### src/pkg/flash_rw_pkg.sv
// Package with register map, field positions, timing and types of the flash rewrite controller.
package flash_rw_pkg;

	// ----------------------------------------
	// Register map (byte addresses)
	// ----------------------------------------
	localparam logic [7:0] ctrl0_addr = 8'h00;
	localparam logic [7:0] ctrl1_addr = 8'h04;
	localparam logic [7:0] ctrl4_addr = 8'h08;
	localparam logic [7:0] cmd_addr = 8'h0c;

	// ----------------------------------------
	// Control register 0 fields
	// ----------------------------------------
	localparam int ready_bit = 0;
	localparam int cpu_rewrite_enable_bit = 1;
	localparam int low_block_rewrite_enable_bit = 2;
	localparam int flash_stop_bit = 3;
	localparam int program_error_bit = 6;
	localparam int erase_error_bit = 7;

	// ----------------------------------------
	// Control register 1 fields
	// ----------------------------------------
	localparam int irq_rewrite_mode_select_bit = 1;
	localparam int block0_lock_bit = 5;
	localparam int block1_lock_bit = 6;
	localparam int ctrl1_fixed_bit = 7;

	// ----------------------------------------
	// Control register 4 fields
	// ----------------------------------------
	localparam int suspend_enable_bit = 0;
	localparam int erase_suspend_request_bit = 1;
	localparam int program_suspend_request_bit = 2;
	localparam int erase_active_bit = 3;
	localparam int program_active_bit = 4;
	localparam int read_permission_bit = 6;

	// ----------------------------------------
	// Command register fields
	// ----------------------------------------
	localparam int cmd_op_lsb = 0;
	localparam int cmd_block_lsb = 4;
	localparam int cmd_clear_bit = 8;
	localparam logic [1:0] op_program = 2'h1;
	localparam logic [1:0] op_erase = 2'h2;
	localparam logic [3:0] block_zero = 4'h0;
	localparam logic [3:0] block_one = 4'h1;

	// ----------------------------------------
	// Timing
	// ----------------------------------------
	localparam int clk_period_ps = 4000;
	localparam int suspend_latency_ns = 20;
	localparam int suspend_latency_cycles = (suspend_latency_ns * 1000 + clk_period_ps - 1) / clk_period_ps;
	localparam int program_time_cycles = 64;
	localparam int erase_time_cycles = 512;
	localparam logic [31:0] unmapped_read = 32'h0000_0000;

	typedef enum logic [1:0] {
		op_idle,
		op_prog,
		op_erase_run
	} op_state_t;

	typedef struct packed {
		logic [31:0] addr;
		logic write;
	} bus_req_t;

	typedef struct packed {
		logic ready;
		logic erase_active;
		logic program_active;
		logic read_permission;
		logic flash_powered;
		logic flash_access_block;
	} flash_status_t;

endpackage

### src/rtl/flash_rewrite_suspend_control.sv
// Flash CPU-rewrite sequencer with interrupt-driven suspend, block protection and AHB-Lite registers.
`timescale 1ns/1ps

// Functional notes
// Software sets rewrite enable before irq mode.
// Irq mode: no status-register commands used.
// Irq accepted only after suspend latency.
// Irq in irq mode sets erase suspend.
// Clearing erase suspend request resumes erase.
// Program: irq accepted only after latency.
// Irq in irq mode sets program suspend.
// Clearing program suspend request resumes program.
// Ready low during program, erase, suspends.
// Commands accepted only with rewrite enabled.
// Low-block enable zero rejects blocks 0,1.
// Block lock bits gate blocks 0,1.
// Flash stop resets controller, blocks access.
// Flash stop written only from RAM code.
// Polled mode hang: software sets flash stop.
// Stop/wait with rewrite off powers flash down.
// Program error flag marks failed program.
// Erase error flag marks failed erase.
// Polled mode: software suspend requests suspend.
// Erase active flag spans erase and suspend.
// Program active flag spans program and suspend.
// Read permission zero while running, one suspended.
module flash_rewrite_suspend_control #(
	parameter int program_cycles = flash_rw_pkg::program_time_cycles,
	parameter int erase_cycles = flash_rw_pkg::erase_time_cycles
) (
	input wire logic mclk,
	input wire logic reset_n,
	input wire logic hsel,
	input wire logic [31:0] haddr,
	input wire logic [1:0] htrans,
	input wire logic hwrite,
	input wire logic [2:0] hsize,
	input wire logic [31:0] hwdata,
	input wire logic hready,
	output logic [31:0] hrdata,
	output logic hreadyout,
	output logic hresp,
	input wire logic irq_request,
	input wire logic low_power_entry,
	input wire logic op_fail,
	output flash_rw_pkg::flash_status_t status
);
	import flash_rw_pkg::*;

	// ----------------------------------------
	// Bus slave
	// ----------------------------------------
	logic wr_pend_q;
	logic [7:0] wr_addr_q;
	logic [31:0] rd_data_q;
	bus_req_t req;
	logic take;

	assign req.addr = haddr;
	assign req.write = hwrite;
	assign take = hsel && hready && htrans[1];
	assign hreadyout = 1'b1;
	assign hresp = 1'b0;
	assign hrdata = rd_data_q;

	function automatic logic hit(input logic [7:0] a, input logic [7:0] reg_addr);
		return a == reg_addr;
	endfunction

	always_ff @(posedge mclk or negedge reset_n) begin
		if (!reset_n) begin
			wr_pend_q <= 1'b0;
			wr_addr_q <= 8'h00;
		end else begin
			wr_pend_q <= take && req.write;
			if (take)
				wr_addr_q <= req.addr[7:0];
		end
	end

	logic wr0, wr1, wr4, wrc;
	assign wr0 = wr_pend_q && hit(wr_addr_q, ctrl0_addr);
	assign wr1 = wr_pend_q && hit(wr_addr_q, ctrl1_addr);
	assign wr4 = wr_pend_q && hit(wr_addr_q, ctrl4_addr);
	assign wrc = wr_pend_q && hit(wr_addr_q, cmd_addr);

	// ----------------------------------------
	// Control bits
	// ----------------------------------------
	logic cpu_rewrite_enable_q, low_block_rewrite_enable_q, flash_stop_q;
	logic irq_rewrite_mode_select_q, block0_lock_q, block1_lock_q;
	logic suspend_enable_q, erase_suspend_request_q, program_suspend_request_q;
	logic program_error_flag_q, erase_error_flag_q;
	op_state_t state_q;
	logic [31:0] count_q;
	logic [31:0] latency_q;
	logic auto_suspend;
	logic erase_done, prog_done;

	always_ff @(posedge mclk or negedge reset_n) begin
		if (!reset_n) begin
			cpu_rewrite_enable_q <= 1'b0;
			low_block_rewrite_enable_q <= 1'b0;
			flash_stop_q <= 1'b0;
		end else if (wr0) begin
			cpu_rewrite_enable_q <= hwdata[cpu_rewrite_enable_bit];
			low_block_rewrite_enable_q <= hwdata[low_block_rewrite_enable_bit] && hwdata[cpu_rewrite_enable_bit];
			flash_stop_q <= hwdata[flash_stop_bit];
		end
	end

	always_ff @(posedge mclk or negedge reset_n) begin
		if (!reset_n) begin
			irq_rewrite_mode_select_q <= 1'b0;
			block0_lock_q <= 1'b1;
			block1_lock_q <= 1'b1;
		end else if (wr0 && !hwdata[cpu_rewrite_enable_bit]) begin
			irq_rewrite_mode_select_q <= 1'b0;
		end else if (wr1) begin
			irq_rewrite_mode_select_q <= hwdata[irq_rewrite_mode_select_bit] && cpu_rewrite_enable_q;
			if (cpu_rewrite_enable_q) begin
				block0_lock_q <= hwdata[block0_lock_bit];
				block1_lock_q <= hwdata[block1_lock_bit];
			end
		end
	end

	// ----------------------------------------
	// Command acceptance
	// ----------------------------------------
	logic [1:0] cmd_op;
	logic [3:0] cmd_block;
	logic block_ok, cmd_ok;
	assign cmd_op = hwdata[cmd_op_lsb +: 2];
	assign cmd_block = hwdata[cmd_block_lsb +: 4];

	always_comb begin
		block_ok = 1'b1;
		if (cmd_block == block_zero)
			block_ok = low_block_rewrite_enable_q && !block0_lock_q;
		else if (cmd_block == block_one)
			block_ok = low_block_rewrite_enable_q && !block1_lock_q;
	end


	assign cmd_ok = wrc && cpu_rewrite_enable_q && !flash_stop_q && state_q == op_idle && block_ok;

	// ----------------------------------------
	// Automatic operation engine
	// ----------------------------------------
	logic suspended;
	assign suspended = (state_q == op_erase_run && erase_suspend_request_q)
		|| (state_q == op_prog && program_suspend_request_q);

	// An interrupt only suspends once the latency after the command has run out.
	assign auto_suspend = irq_rewrite_mode_select_q && suspend_enable_q && irq_request
		&& latency_q == 32'h0000_0000 && state_q != op_idle;

	assign erase_done = state_q == op_erase_run && !erase_suspend_request_q && count_q == 32'h0000_0001;
	assign prog_done = state_q == op_prog && !program_suspend_request_q && count_q == 32'h0000_0001;

	always_ff @(posedge mclk or negedge reset_n) begin
		if (!reset_n) begin
			state_q <= op_idle;
			count_q <= 32'h0000_0000;
			latency_q <= 32'h0000_0000;
		end else if (flash_stop_q && cpu_rewrite_enable_q) begin
			state_q <= op_idle;
			count_q <= 32'h0000_0000;
			latency_q <= 32'h0000_0000;
		end else begin
			if (latency_q != 32'h0000_0000)
				latency_q <= latency_q - 32'h0000_0001;
			case (state_q)
				op_idle: begin
					if (cmd_ok && cmd_op == op_program) begin
						state_q <= op_prog;
						count_q <= program_cycles;
						latency_q <= suspend_latency_cycles;
					end else if (cmd_ok && cmd_op == op_erase) begin
						state_q <= op_erase_run;
						count_q <= erase_cycles;
						latency_q <= suspend_latency_cycles;
					end
				end
				op_prog: begin
					if (prog_done)
						state_q <= op_idle;
					else if (!program_suspend_request_q)
						count_q <= count_q - 32'h0000_0001;
				end
				op_erase_run: begin
					if (erase_done)
						state_q <= op_idle;
					else if (!erase_suspend_request_q)
						count_q <= count_q - 32'h0000_0001;
				end
				default: state_q <= op_idle;
			endcase
		end
	end

	// Hardware set wins over a software clear in the same cycle.
	always_ff @(posedge mclk or negedge reset_n) begin
		if (!reset_n) begin
			suspend_enable_q <= 1'b0;
			erase_suspend_request_q <= 1'b0;
			program_suspend_request_q <= 1'b0;
		end else if (flash_stop_q && cpu_rewrite_enable_q) begin
			erase_suspend_request_q <= 1'b0;
			program_suspend_request_q <= 1'b0;
		end else begin
			if (wr4) begin
				suspend_enable_q <= hwdata[suspend_enable_bit];
				erase_suspend_request_q <= hwdata[erase_suspend_request_bit] && hwdata[suspend_enable_bit];
				program_suspend_request_q <= hwdata[program_suspend_request_bit] && hwdata[suspend_enable_bit];
			end
			if (auto_suspend && state_q == op_erase_run)
				erase_suspend_request_q <= 1'b1;
			if (auto_suspend && state_q == op_prog)
				program_suspend_request_q <= 1'b1;
			if (erase_done)
				erase_suspend_request_q <= 1'b0;
			if (prog_done)
				program_suspend_request_q <= 1'b0;
		end
	end

	always_ff @(posedge mclk or negedge reset_n) begin
		if (!reset_n) begin
			program_error_flag_q <= 1'b0;
			erase_error_flag_q <= 1'b0;
		end else begin
			// A result that lands with a clear status command wins, so no error is lost.
			if (wrc && hwdata[cmd_clear_bit]) begin
				program_error_flag_q <= 1'b0;
				erase_error_flag_q <= 1'b0;
			end
			if (prog_done)
				program_error_flag_q <= op_fail;
			if (erase_done)
				erase_error_flag_q <= op_fail;
		end
	end

	// ----------------------------------------
	// Status
	// ----------------------------------------
	assign status.ready = state_q == op_idle;
	assign status.erase_active = state_q == op_erase_run;
	assign status.program_active = state_q == op_prog;
	assign status.read_permission = state_q == op_idle || suspended;
	assign status.flash_powered = !(flash_stop_q && cpu_rewrite_enable_q)
		&& !(low_power_entry && !cpu_rewrite_enable_q);
	assign status.flash_access_block = flash_stop_q && cpu_rewrite_enable_q;

	always_ff @(posedge mclk or negedge reset_n) begin
		if (!reset_n) begin
			rd_data_q <= 32'h0000_0000;
		end else if (take && !req.write) begin
			rd_data_q <= unmapped_read;
			if (hit(req.addr[7:0], ctrl0_addr)) begin
				rd_data_q[ready_bit] <= status.ready;
				rd_data_q[cpu_rewrite_enable_bit] <= cpu_rewrite_enable_q;
				rd_data_q[low_block_rewrite_enable_bit] <= low_block_rewrite_enable_q;
				rd_data_q[flash_stop_bit] <= flash_stop_q;
				rd_data_q[program_error_bit] <= program_error_flag_q;
				rd_data_q[erase_error_bit] <= erase_error_flag_q;
			end else if (hit(req.addr[7:0], ctrl1_addr)) begin
				rd_data_q[irq_rewrite_mode_select_bit] <= irq_rewrite_mode_select_q;
				rd_data_q[block0_lock_bit] <= block0_lock_q;
				rd_data_q[block1_lock_bit] <= block1_lock_q;
				rd_data_q[ctrl1_fixed_bit] <= 1'b1;
			end else if (hit(req.addr[7:0], ctrl4_addr)) begin
				rd_data_q[suspend_enable_bit] <= suspend_enable_q;
				rd_data_q[erase_suspend_request_bit] <= erase_suspend_request_q;
				rd_data_q[program_suspend_request_bit] <= program_suspend_request_q;
				rd_data_q[erase_active_bit] <= status.erase_active;
				rd_data_q[program_active_bit] <= status.program_active;
				rd_data_q[read_permission_bit] <= status.read_permission;
			end
		end
	end

	// ----------------------------------------
	// Checks
	// ----------------------------------------
	// The stop bit wipes the engine in one cycle, so the step checks leave that cycle out.
	logic engine_stop;
	assign engine_stop = flash_stop_q && cpu_rewrite_enable_q;
endmodule

### config.mk
export PLATFORM = sky130hd
export DESIGN_NAME = flash_rewrite_suspend_control
export DESIGN_NICKNAME = d
export VERILOG_FILES = /design/src/pkg/flash_rw_pkg.sv /design/src/rtl/flash_rewrite_suspend_control.sv
export SDC_FILE = /design/constraint.sdc
export NUM_CORES = 1
export LEC_CHECK = 0
export BUFFER_PORTS_ARGS = -buffer_cell sky130_fd_sc_hd__clkbuf_2
export CAP_MARGIN = 20
export CORE_UTILIZATION = 59
export CTS_CLUSTER_SIZE = 40
export DETAILED_ROUTE_END_ITERATION = 8
export HOLD_SLACK_MARGIN = 0.12
export PLACE_DENSITY = 0.9
export SYNTH_ARGS = -nofsm -noshare
export SYNTH_HDL_FRONTEND = slang
export SYNTH_SLANG_ARGS = --single-unit
### constraint.sdc
create_clock -name mclk -period 5.15 [get_ports mclk]
set_input_delay 0 -clock mclk [delete_from_list [all_inputs] [get_ports mclk]]
set_output_delay 0 -clock mclk [all_outputs]
set_load 0.01 [all_outputs]
==> out/qor.csv, run 1 <==
metric;value;unit
Slew Limit Fails;0;
Pre-Repair DR Iteration Count;5;
final hold vios;0;
deepest clock path buffer count;2;
RR Startpoint;wr_addr_q[4];
Antenna Diode Count;0;
reg2reg path depth;6;
CP startpoint kind;register;
DR vias;4804;
pwr dens;436;nW/um2
LEAKAGE;2.71;nW
Sw Ratio;0.428;
CP Capture Type;register;
Final Util;0.677;
Die Wd;97.6;um
Seq/Total Area, Yosys;0.437;
# IOs;117;
Comb pwr share;0.400;
H-tree lvl count;3;
sequential share of power;0.418;
Worst Skew;21.5;ps
met2 usage;0.472;
Tcrit/Tclk final;0.663;
post-DP HPWL;8.42;mm
Slowest cell on crit path;nor4_1;
Final Setup Violations;0;
vias in the first global route;4619;
die area;9520;um2
antenna violations before repair;0;
crit-path cells;nor4_1 > nand4_1 > nor4_1 > nand2b_1 > nand3_2 > o41ai_1;
Synth Cell Area;5390;um2
most common cell after layout, fill and taps aside;dfrtp_1;
Clock Sinks;94;
post-synth cell types;63;
Initial Util;0.615;
CP bufs+invs;0;
worst hold path type;in -> async;
fill cell count;664;
clock transition at the registers of the reported paths;110;ps
RR Endpoint;count_q[27];
first-pass GRT wire length;21.4;mm
num rows;34;
WL final;12.7;mm
M3 GR Usage;0.0525;
DRC errors left;0;
Layout Cells excl Fill;761;
Top cell by count, worst path;nor4_1;
Mapped Cells;596;
DR vias/cell;6.31;
max incr delay on CP;740;ps
core region area;8760;um2
Final Power;2.59;mW
DR iter-0 viols;427;
worst slew pin tran;979;ps
Multi-input gate area;2760;um2
pin count of the biggest net entering global routing;57;
yosys warns;0;
Num CTS Buffers;9;
Area Growth Syn to Fin;10.2;%
most frequent cells in the layout;dfrtp_1, nor2_1, o21ai_0;
syn_area_per_cell;9.04;um2
Final nets;732;
IO buf count;39;
Routed wire per std cell;16.7;um
gp weighted congestion;0.871;
slew margin rel.;0.346;
clk_lat worst skew;380;ps
CP delay by family, top;simple AND/OR/NAND/NOR gates;
number of synthesized register bits;94;
final setup TNS;0;ps
status;finished, final reports clean;
Clk pwr share;0.182;
final worst slack;1740;ps
GRT met1 Usage;0.346;
worst vdd ir;0.188;mV
pre-CTS WS;1950;ps
WP data required;5400;ps
clock tree from TritonCTS;built;
min Tclk post-route;3410;ps
Post-CTS Setup Bufs;0;
post-CTS sizing;0;
share of cells above drive strength 1;0.136;
post-route ant nets;0;
clock root cell;clkbuf_8;
RSZ-0062 raised after global routing;no;
Post-synth EDFFs;0;
Tot GR Track Use;0.274;
Switch Pwr;1.11;mW
internal cell power;1.48;mW
Crit Path Category;reg -> reg;
FMAX;0.293;GHz
flop2flop setup slack;1740;ps
placed cell count;723;
async set-reset flop share out of synthesis;1.00;
grt ovf;0;
Post-synth top flop;dfrtp_1;
Top Usage Layer GRT;met2;
CP max FO;27;
die height;97.6;um
FF/Latch Area;2350;um2
cts hold-fix bufs;20;
Worst Path Arrival;3670;ps
Max-Cap Viols;0;
## how the worst max path moves through the flow
stage	start	to	slack (ps)	depth (start not counted)
final	wr_addr_q[4]	count_q[27]	1740	6
after global routing	wr_addr_q[4]	count_q[11]	1520	6
after CTS	latency_q[6]	erase_suspend_request_q	1920	8
after detailed placement	latency_q[6]	erase_suspend_request_q	1950	8
after global placement	latency_q[6]	erase_suspend_request_q	2010	8
after floorplan	count_q[26]	count_q[29]	2760	6
## power groups by stage
stage / registers (mW) / clock network [mW] / logic (mW)
6_report: 1.08 / 0.470 / 1.03
5_1_grt: 1.10 / 0.505 / 1.15
4_1_cts: 1.07 / 0.472 / 1.01
3_5_place_dp: 1.09 / 0 / 0.994
3_3_place_gp: 1.07 / 0 / 0.945
2_1_floorplan: 1.04 / 0 / 0.802
## worst reg2reg max path, delay by kind of cell, from the launching register on
| kind | cells | cell delay [ps] |
|---|---|---|
| compound gates | 1 | 520 |
| simple gates | 5 | 2350 |
| flops | 1 | 420 |
## final cells by class
class	instances	area share
Multi-Input combinational cell	463	0.466
Sequential cell	94	0.397
Timing Repair Buffer	64	0.0742
Tap cell	108	0.0228
Clock buffer	10	0.0232
Clock inverter	6	0.00738
Inverter	16	0.0101
## per-layer routing
layer	vias up	wire (um)	part of all wire
li1	2208	-	-
met1	2299	5020	0.39
met2	255	6530	0.51
met3	42	899	0.071
met4	0	293	0.023
met5	-	0	0
## per-stage QoR
| step | area [um2] | hold slack [ps] |
|---|---|---|
| after detailed placement | 5530 | 5.96 |
| after CTS | 5910 | 136 |
| after global routing | 5930 | 155 |
| after floorplan | 5480 | -296 |
| final | 5930 | 125 |
| after global placement | 5530 | -1.25 |
## cell families (layout without fill, tap and decap cells)
family,after synthesis,after routing,share of synthesized area
simple gates,266,266,0.259
compound gates,119,119,0.140
flops,94,94,0.437
buf+inv,63,96,0.0667
xor+xnor,30,30,0.0488
mux,15,15,0.0307
fa+ha+maj,7,7,0.0163
other cells,2,26,0.00139
## synthesized netlist by cell type, types with 5 or more instances
cell | n | area (um2)
nor3_1 | 16 | 80.1
nor4_1 | 17 | 106
inv_1 | 15 | 56.3
mux2_2 | 12 | 135
xnor2_1 | 5 | 43.8
o31ai_1 | 15 | 113
o21ai_0 | 48 | 240
dfrtp_1 | 92 | 2300
nand2b_1 | 10 | 62.6
a21oi_1 | 19 | 95.1
nand2_1 | 46 | 173
and3_1 | 5 | 31.3
or3_1 | 11 | 68.8
and2_1 | 5 | 31.3
nand4b_1 | 6 | 52.6
nand4_1 | 18 | 113
buf_4 | 26 | 195
clkbuf_1 | 15 | 56.3
xor2_1 | 25 | 219
nand3_1 | 21 | 105
or4_1 | 9 | 67.6
ha_1 | 7 | 87.6
nor2_1 | 83 | 312
## state kept, by name, indices dropped and copies added (netlist names), 2 cells and up
signal	flops
wr_addr_q	8
hrdata	8
count_q	32
latency_q	32
state_q	2
Note: power is estimated with default switching activity, not from simulation.
==> inputs of run 2 (changes only) <==
- CORE_UTILIZATION: 59 -> 50
- PLACE_DENSITY: 0.9 -> 0.81
- clock period: 5.15 -> 3 ns (I/O delays scaled with it)
==> out/qor.csv, run 2 (synthesis gave the netlist of run 1 again) <==
metric;value;unit
status;finished, final reports clean;
RSZ-0062 raised after global routing;no;
Pre-Repair DR Iteration Count;5;
antenna violations before repair;0;
clock root cell;clkbuf_8;
Post-CTS Setup Bufs;0;
flop2flop setup slack;140;ps
H-tree lvl count;3;
RR Endpoint;program_error_flag_q;
Top cell by count, worst path;nand2_1;
CP startpoint kind;register;
grt ovf;0;
share of cells above drive strength 1;0.149;
LEAKAGE;2.79;nW
WP data required;3270;ps
clock transition at the registers of the reported paths;110;ps
pwr dens;747;nW/um2
max incr delay on CP;600;ps
Crit Path Category;reg -> reg;
core region area;10400;um2
die height;106;um
post-DP HPWL;8.36;mm
CP Capture Type;register;
gp weighted congestion;0.878;
Top Registers;count_q (32), latency_q (32);
Worst Path Arrival;3130;ps
most common cell after layout, fill and taps aside;dfrtp_1;
Tcrit/Tclk final;0.954;
Final nets;743;
Slowest cell on crit path;or4b_4;
final setup TNS;0;ps
# IOs;117;
final hold vios;0;
Slew Limit Fails;0;
first-pass GRT wire length;21.1;mm
die area;11200;um2
Num CTS Buffers;9;
post-route ant nets;0;
crit-path cells;or4_4 > or4b_4 > nor4_4 > nand2_1 > nand3_1 > nand2_1 > dlygate4sd3_1;
Final Power;4.58;mW
Clock Sinks;94;
Final Setup Violations;0;
area post-placement;5700;um2
slew margin rel.;0.443;
clock tree from TritonCTS;built;
Max-Cap Viols;0;
Tot GR Track Use;0.232;
clk_lat worst skew;380;ps
worst hold path type;in -> async;
CP max FO;6;
Routed wire per std cell;15.2;um
WL final;12.1;mm
RR Startpoint;count_q[26];
worst slew pin tran;833;ps
IO buf count;39;
vias in the first global route;4583;
min Tclk post-route;2860;ps
DR iter-0 viols;290;
DR vias/cell;5.86;
Area Growth Syn to Fin;13.7;%
final instance area;6130;um2
deepest clock path buffer count;2;
worst vdd ir;0.317;mV
pin count of the biggest net entering global routing;43;
most frequent cells in the layout;dfrtp_1, nor2_1, o21ai_0;
Initial Util;0.519;
DR vias;4686;
DRC errors left;0;
reg2reg path depth;7;
num rows;37;
Die Wd;106;um
Hold WS;136;ps
Worst Skew;13.1;ps
FMAX;0.349;GHz
Antenna Diode Count;0;
==> run 2: cell count changes in the layout (fill, tap and decap cells not counted) <==
cell / change
dlygate4sd3_1: +1
clkbuf_8: -1
clkinv_2: -2
inv_8: +2
clkinv_4: +1
clkinvlp_4: -1
buf_8: -1
nor4_4: +1
clkbuf_2: -1
buf_12: +3
buf_4: +9
nor4_2: -1
bufinv_16: +1
==> run 2: what timing repair did <==
action                     in CTS  in global routing
setup endpoints to repair       0                  1
hold buffers                   21                  0
hold endpoints to repair       79                  0
gates resized for setup         0                  1
==> run 2: layout make-up <==
class,count,area (um2)
well taps,136,170
multi-input cells,463,2770
fillers,894,4240
repair buffers,75,558
clock inverters,7,87.6
flip-flops and latches,94,2350
clock buffers,9,124
inverters,16,60.1
==> run 2: per-stage QoR <==
| stage | instances | utilization | setup slack, ps |
|---|---|---|---|
| 6_report | 800 | 0.591 | 138 |
| 5_1_grt | 800 | 0.591 | 12.5 |
| 4_1_cts | 800 | 0.590 | 99.3 |
| 3_5_place_dp | 763 | 0.549 | 387 |
| 3_3_place_gp | 763 | 0.549 | 439 |
| 2_1_floorplan | 620 | - | 612 |
==> run 2: how the worst max path moves through the flow <==
stage / start / end
after detailed placement: count_q[11] / count_q[29]
after global placement: latency_q[6] / erase_suspend_request_q
after CTS: count_q[26] / program_error_flag_q
after global routing: count_q[26] / program_error_flag_q
final: count_q[26] / program_error_flag_q
after floorplan: count_q[26] / count_q[29]
==> run 2: critical path, delay by kind of cell (launching register included) <==
kind | cells | cell delay [ps]
simple gates | 6 | 1780
flops | 1 | 430
buf+inv | 1 | 550
==> run 2: metal layers <==
metal | up-vias | GRT usage | routed length (um)
met5 | - | 0 | 0
li1 | 2231 | - | -
met2 | 157 | 0.395 | 6050
met3 | 24 | 0.0192 | 502
met1 | 2274 | 0.298 | 5330
met4 | 0 | 0.109 | 263
==> run 2: power breakdown <==
| part | switching [mW] | leakage (nW) | internal (mW) |
|---|---|---|---|
| registers | 0.298 | 1.24 | 1.55 |
| logic | 1.11 | 1.44 | 0.708 |
| clock network | 0.509 | 0.108 | 0.406 |
==> inputs of run 3 (changes only) <==
- PLACE_DENSITY: 0.81 -> 0.77
==> out/qor.csv, run 3 (synthesis gave the netlist of run 1 again) <==
metric;value;unit
Clk pwr share;0.195;
Post-CTS Setup Bufs;0;
die area;11200;um2
worst vdd ir;0.378;mV
pwr dens;747;nW/um2
clock tree from TritonCTS;built;
slew margin rel.;0.443;
post-DP HPWL;8.40;mm
clock transition at the registers of the reported paths;100;ps
Sw Ratio;0.417;
antenna violations before repair;0;
worst hold path type;in -> reg;
max incr delay on CP;560;ps
CP delay by family, top;simple AND/OR/NAND/NOR gates;
Die Wd;106;um
vias in the first global route;4515;
Worst Path Arrival;3070;ps
CP startpoint kind;register;
Area Growth Syn to Fin;13.1;%
Clock Sinks;94;
Final nets;743;
Crit path depth;7;
Comb pwr share;0.401;
most frequent cells in the layout;dfrtp_1, nor2_1, o21ai_0;
share of cells above drive strength 1;0.149;
Layout Cells excl Fill;800;
status;finished, final reports clean;
CP Capture Type;register;
Pre-Repair DR Iteration Count;5;
Top Registers;count_q (32), latency_q (32);
core region area;10400;um2
H-tree lvl count;3;
Antenna Diode Count;0;
final setup TNS;0;ps
DRC errors left;0;
IO buf count;39;
LEAKAGE;2.78;nW
internal cell power;2.65;mW
FMAX;0.354;GHz
area post-placement;5670;um2
placed cell count;763;
Max-Cap Viols;0;
DR vias/cell;5.80;
Final Util;0.588;
Slew Limit Fails;0;
RSZ-0062 raised after global routing;no;
WL final;12.1;mm
Top cell by count, worst path;nand2_1;
Tot GR Track Use;0.230;
WP data required;3250;ps
Switch Pwr;1.90;mW
pin count of the biggest net entering global routing;59;
final hold vios;0;
num rows;37;
Num CTS Buffers;9;
most common cell after layout, fill and taps aside;dfrtp_1;
post-route ant nets;0;
gp weighted congestion;0.878;
Crit Path Category;reg -> reg;
Routed wire per std cell;15.2;um
Tcrit/Tclk final;0.941;
sequential share of power;0.404;
Final Power;4.55;mW
worst slew pin tran;833;ps
deepest clock path buffer count;2;
clock root cell;clkbuf_8;
first-pass GRT wire length;21.0;mm
DR iter-0 viols;330;
grt ovf;0;
# IOs;117;
Initial Util;0.519;
Slowest cell on crit path;nor4_1;
min Tclk post-route;2820;ps
Worst Skew;15.7;ps
Final Setup Violations;0;
final instance area;6090;um2
CP max FO;6;
CP bufs+invs;1;
clk_lat worst skew;370;ps
die height;106;um
DR vias;4642;
crit-path cells;nor4_1 > nand4_1 > nor4_4 > nand2_1 > nand3_1 > nand2_1 > dlygate4sd3_1;
reg2reg path depth;7;
Hold Crit Depth;5;
run 3: layout make-up:
type / count / area, um2
flip-flops and latches: 94 / 2350
clock buffers: 9 / 124
fillers: 893 / 4280
inverters: 16 / 60.1
clock inverters: 7 / 80.1
well taps: 136 / 170
multi-input cells: 463 / 2770
repair buffers: 75 / 533
run 3: what timing repair did:
item                       4_1_cts  5_1_grt
hold endpoints to repair        79        0
hold buffers                    21        0
gates resized for setup          0        2
setup endpoints to repair        0       22
run 3: worst reg2reg max path: cells and delay by family, from the launching register on:
family / cells / cell delay (ps)
AND/OR/NAND/NOR: 6 / 1720
buffers and inverters: 1 / 550
flip-flops: 1 / 440
run 3: worst paths after layout:
path                                  start                    to  slack [ps]
worst max-delay path            count_q[14]  program_error_flag_q         180
min in group asynchronous           reset_n         latency_q[19]         250
worst max register to register  count_q[14]  program_error_flag_q         180
max in group asynchronous           reset_n         latency_q[10]        1980
worst min-delay path              hwdata[8]    erase_error_flag_q         170
worst min register to register    hrdata[5]             hrdata[5]         500
run 3: per-stage QoR:
stage               setup slack, ps  hold WS [ps]
floorplan                       612          -296
global placement                348           129
global route                   9.52           188
CTS                            94.4           157
finish                          176           173
detailed placement              273           134
run 3: power by group through the flow:
stage | clock (mW) | combinational (mW) | sequential [mW]
floorplan | 0 | 1.38 | 1.79
global placement | 0 | 1.70 | 1.84
detailed placement | 0 | 1.77 | 1.86
CTS | 0.905 | 1.80 | 1.83
global route | 0.952 | 2.05 | 1.88
finish | 0.887 | 1.83 | 1.84
run 3: routing by layer:
metal / GRT usage / vias up / routed length (um)
met3: 0.0458 / 19 / 484
li1: - / 2225 / -
met1: 0.306 / 2263 / 5480
met5: 0 / - / 0
met4: 0.0675 / 0 / 153
met2: 0.380 / 135 / 6030
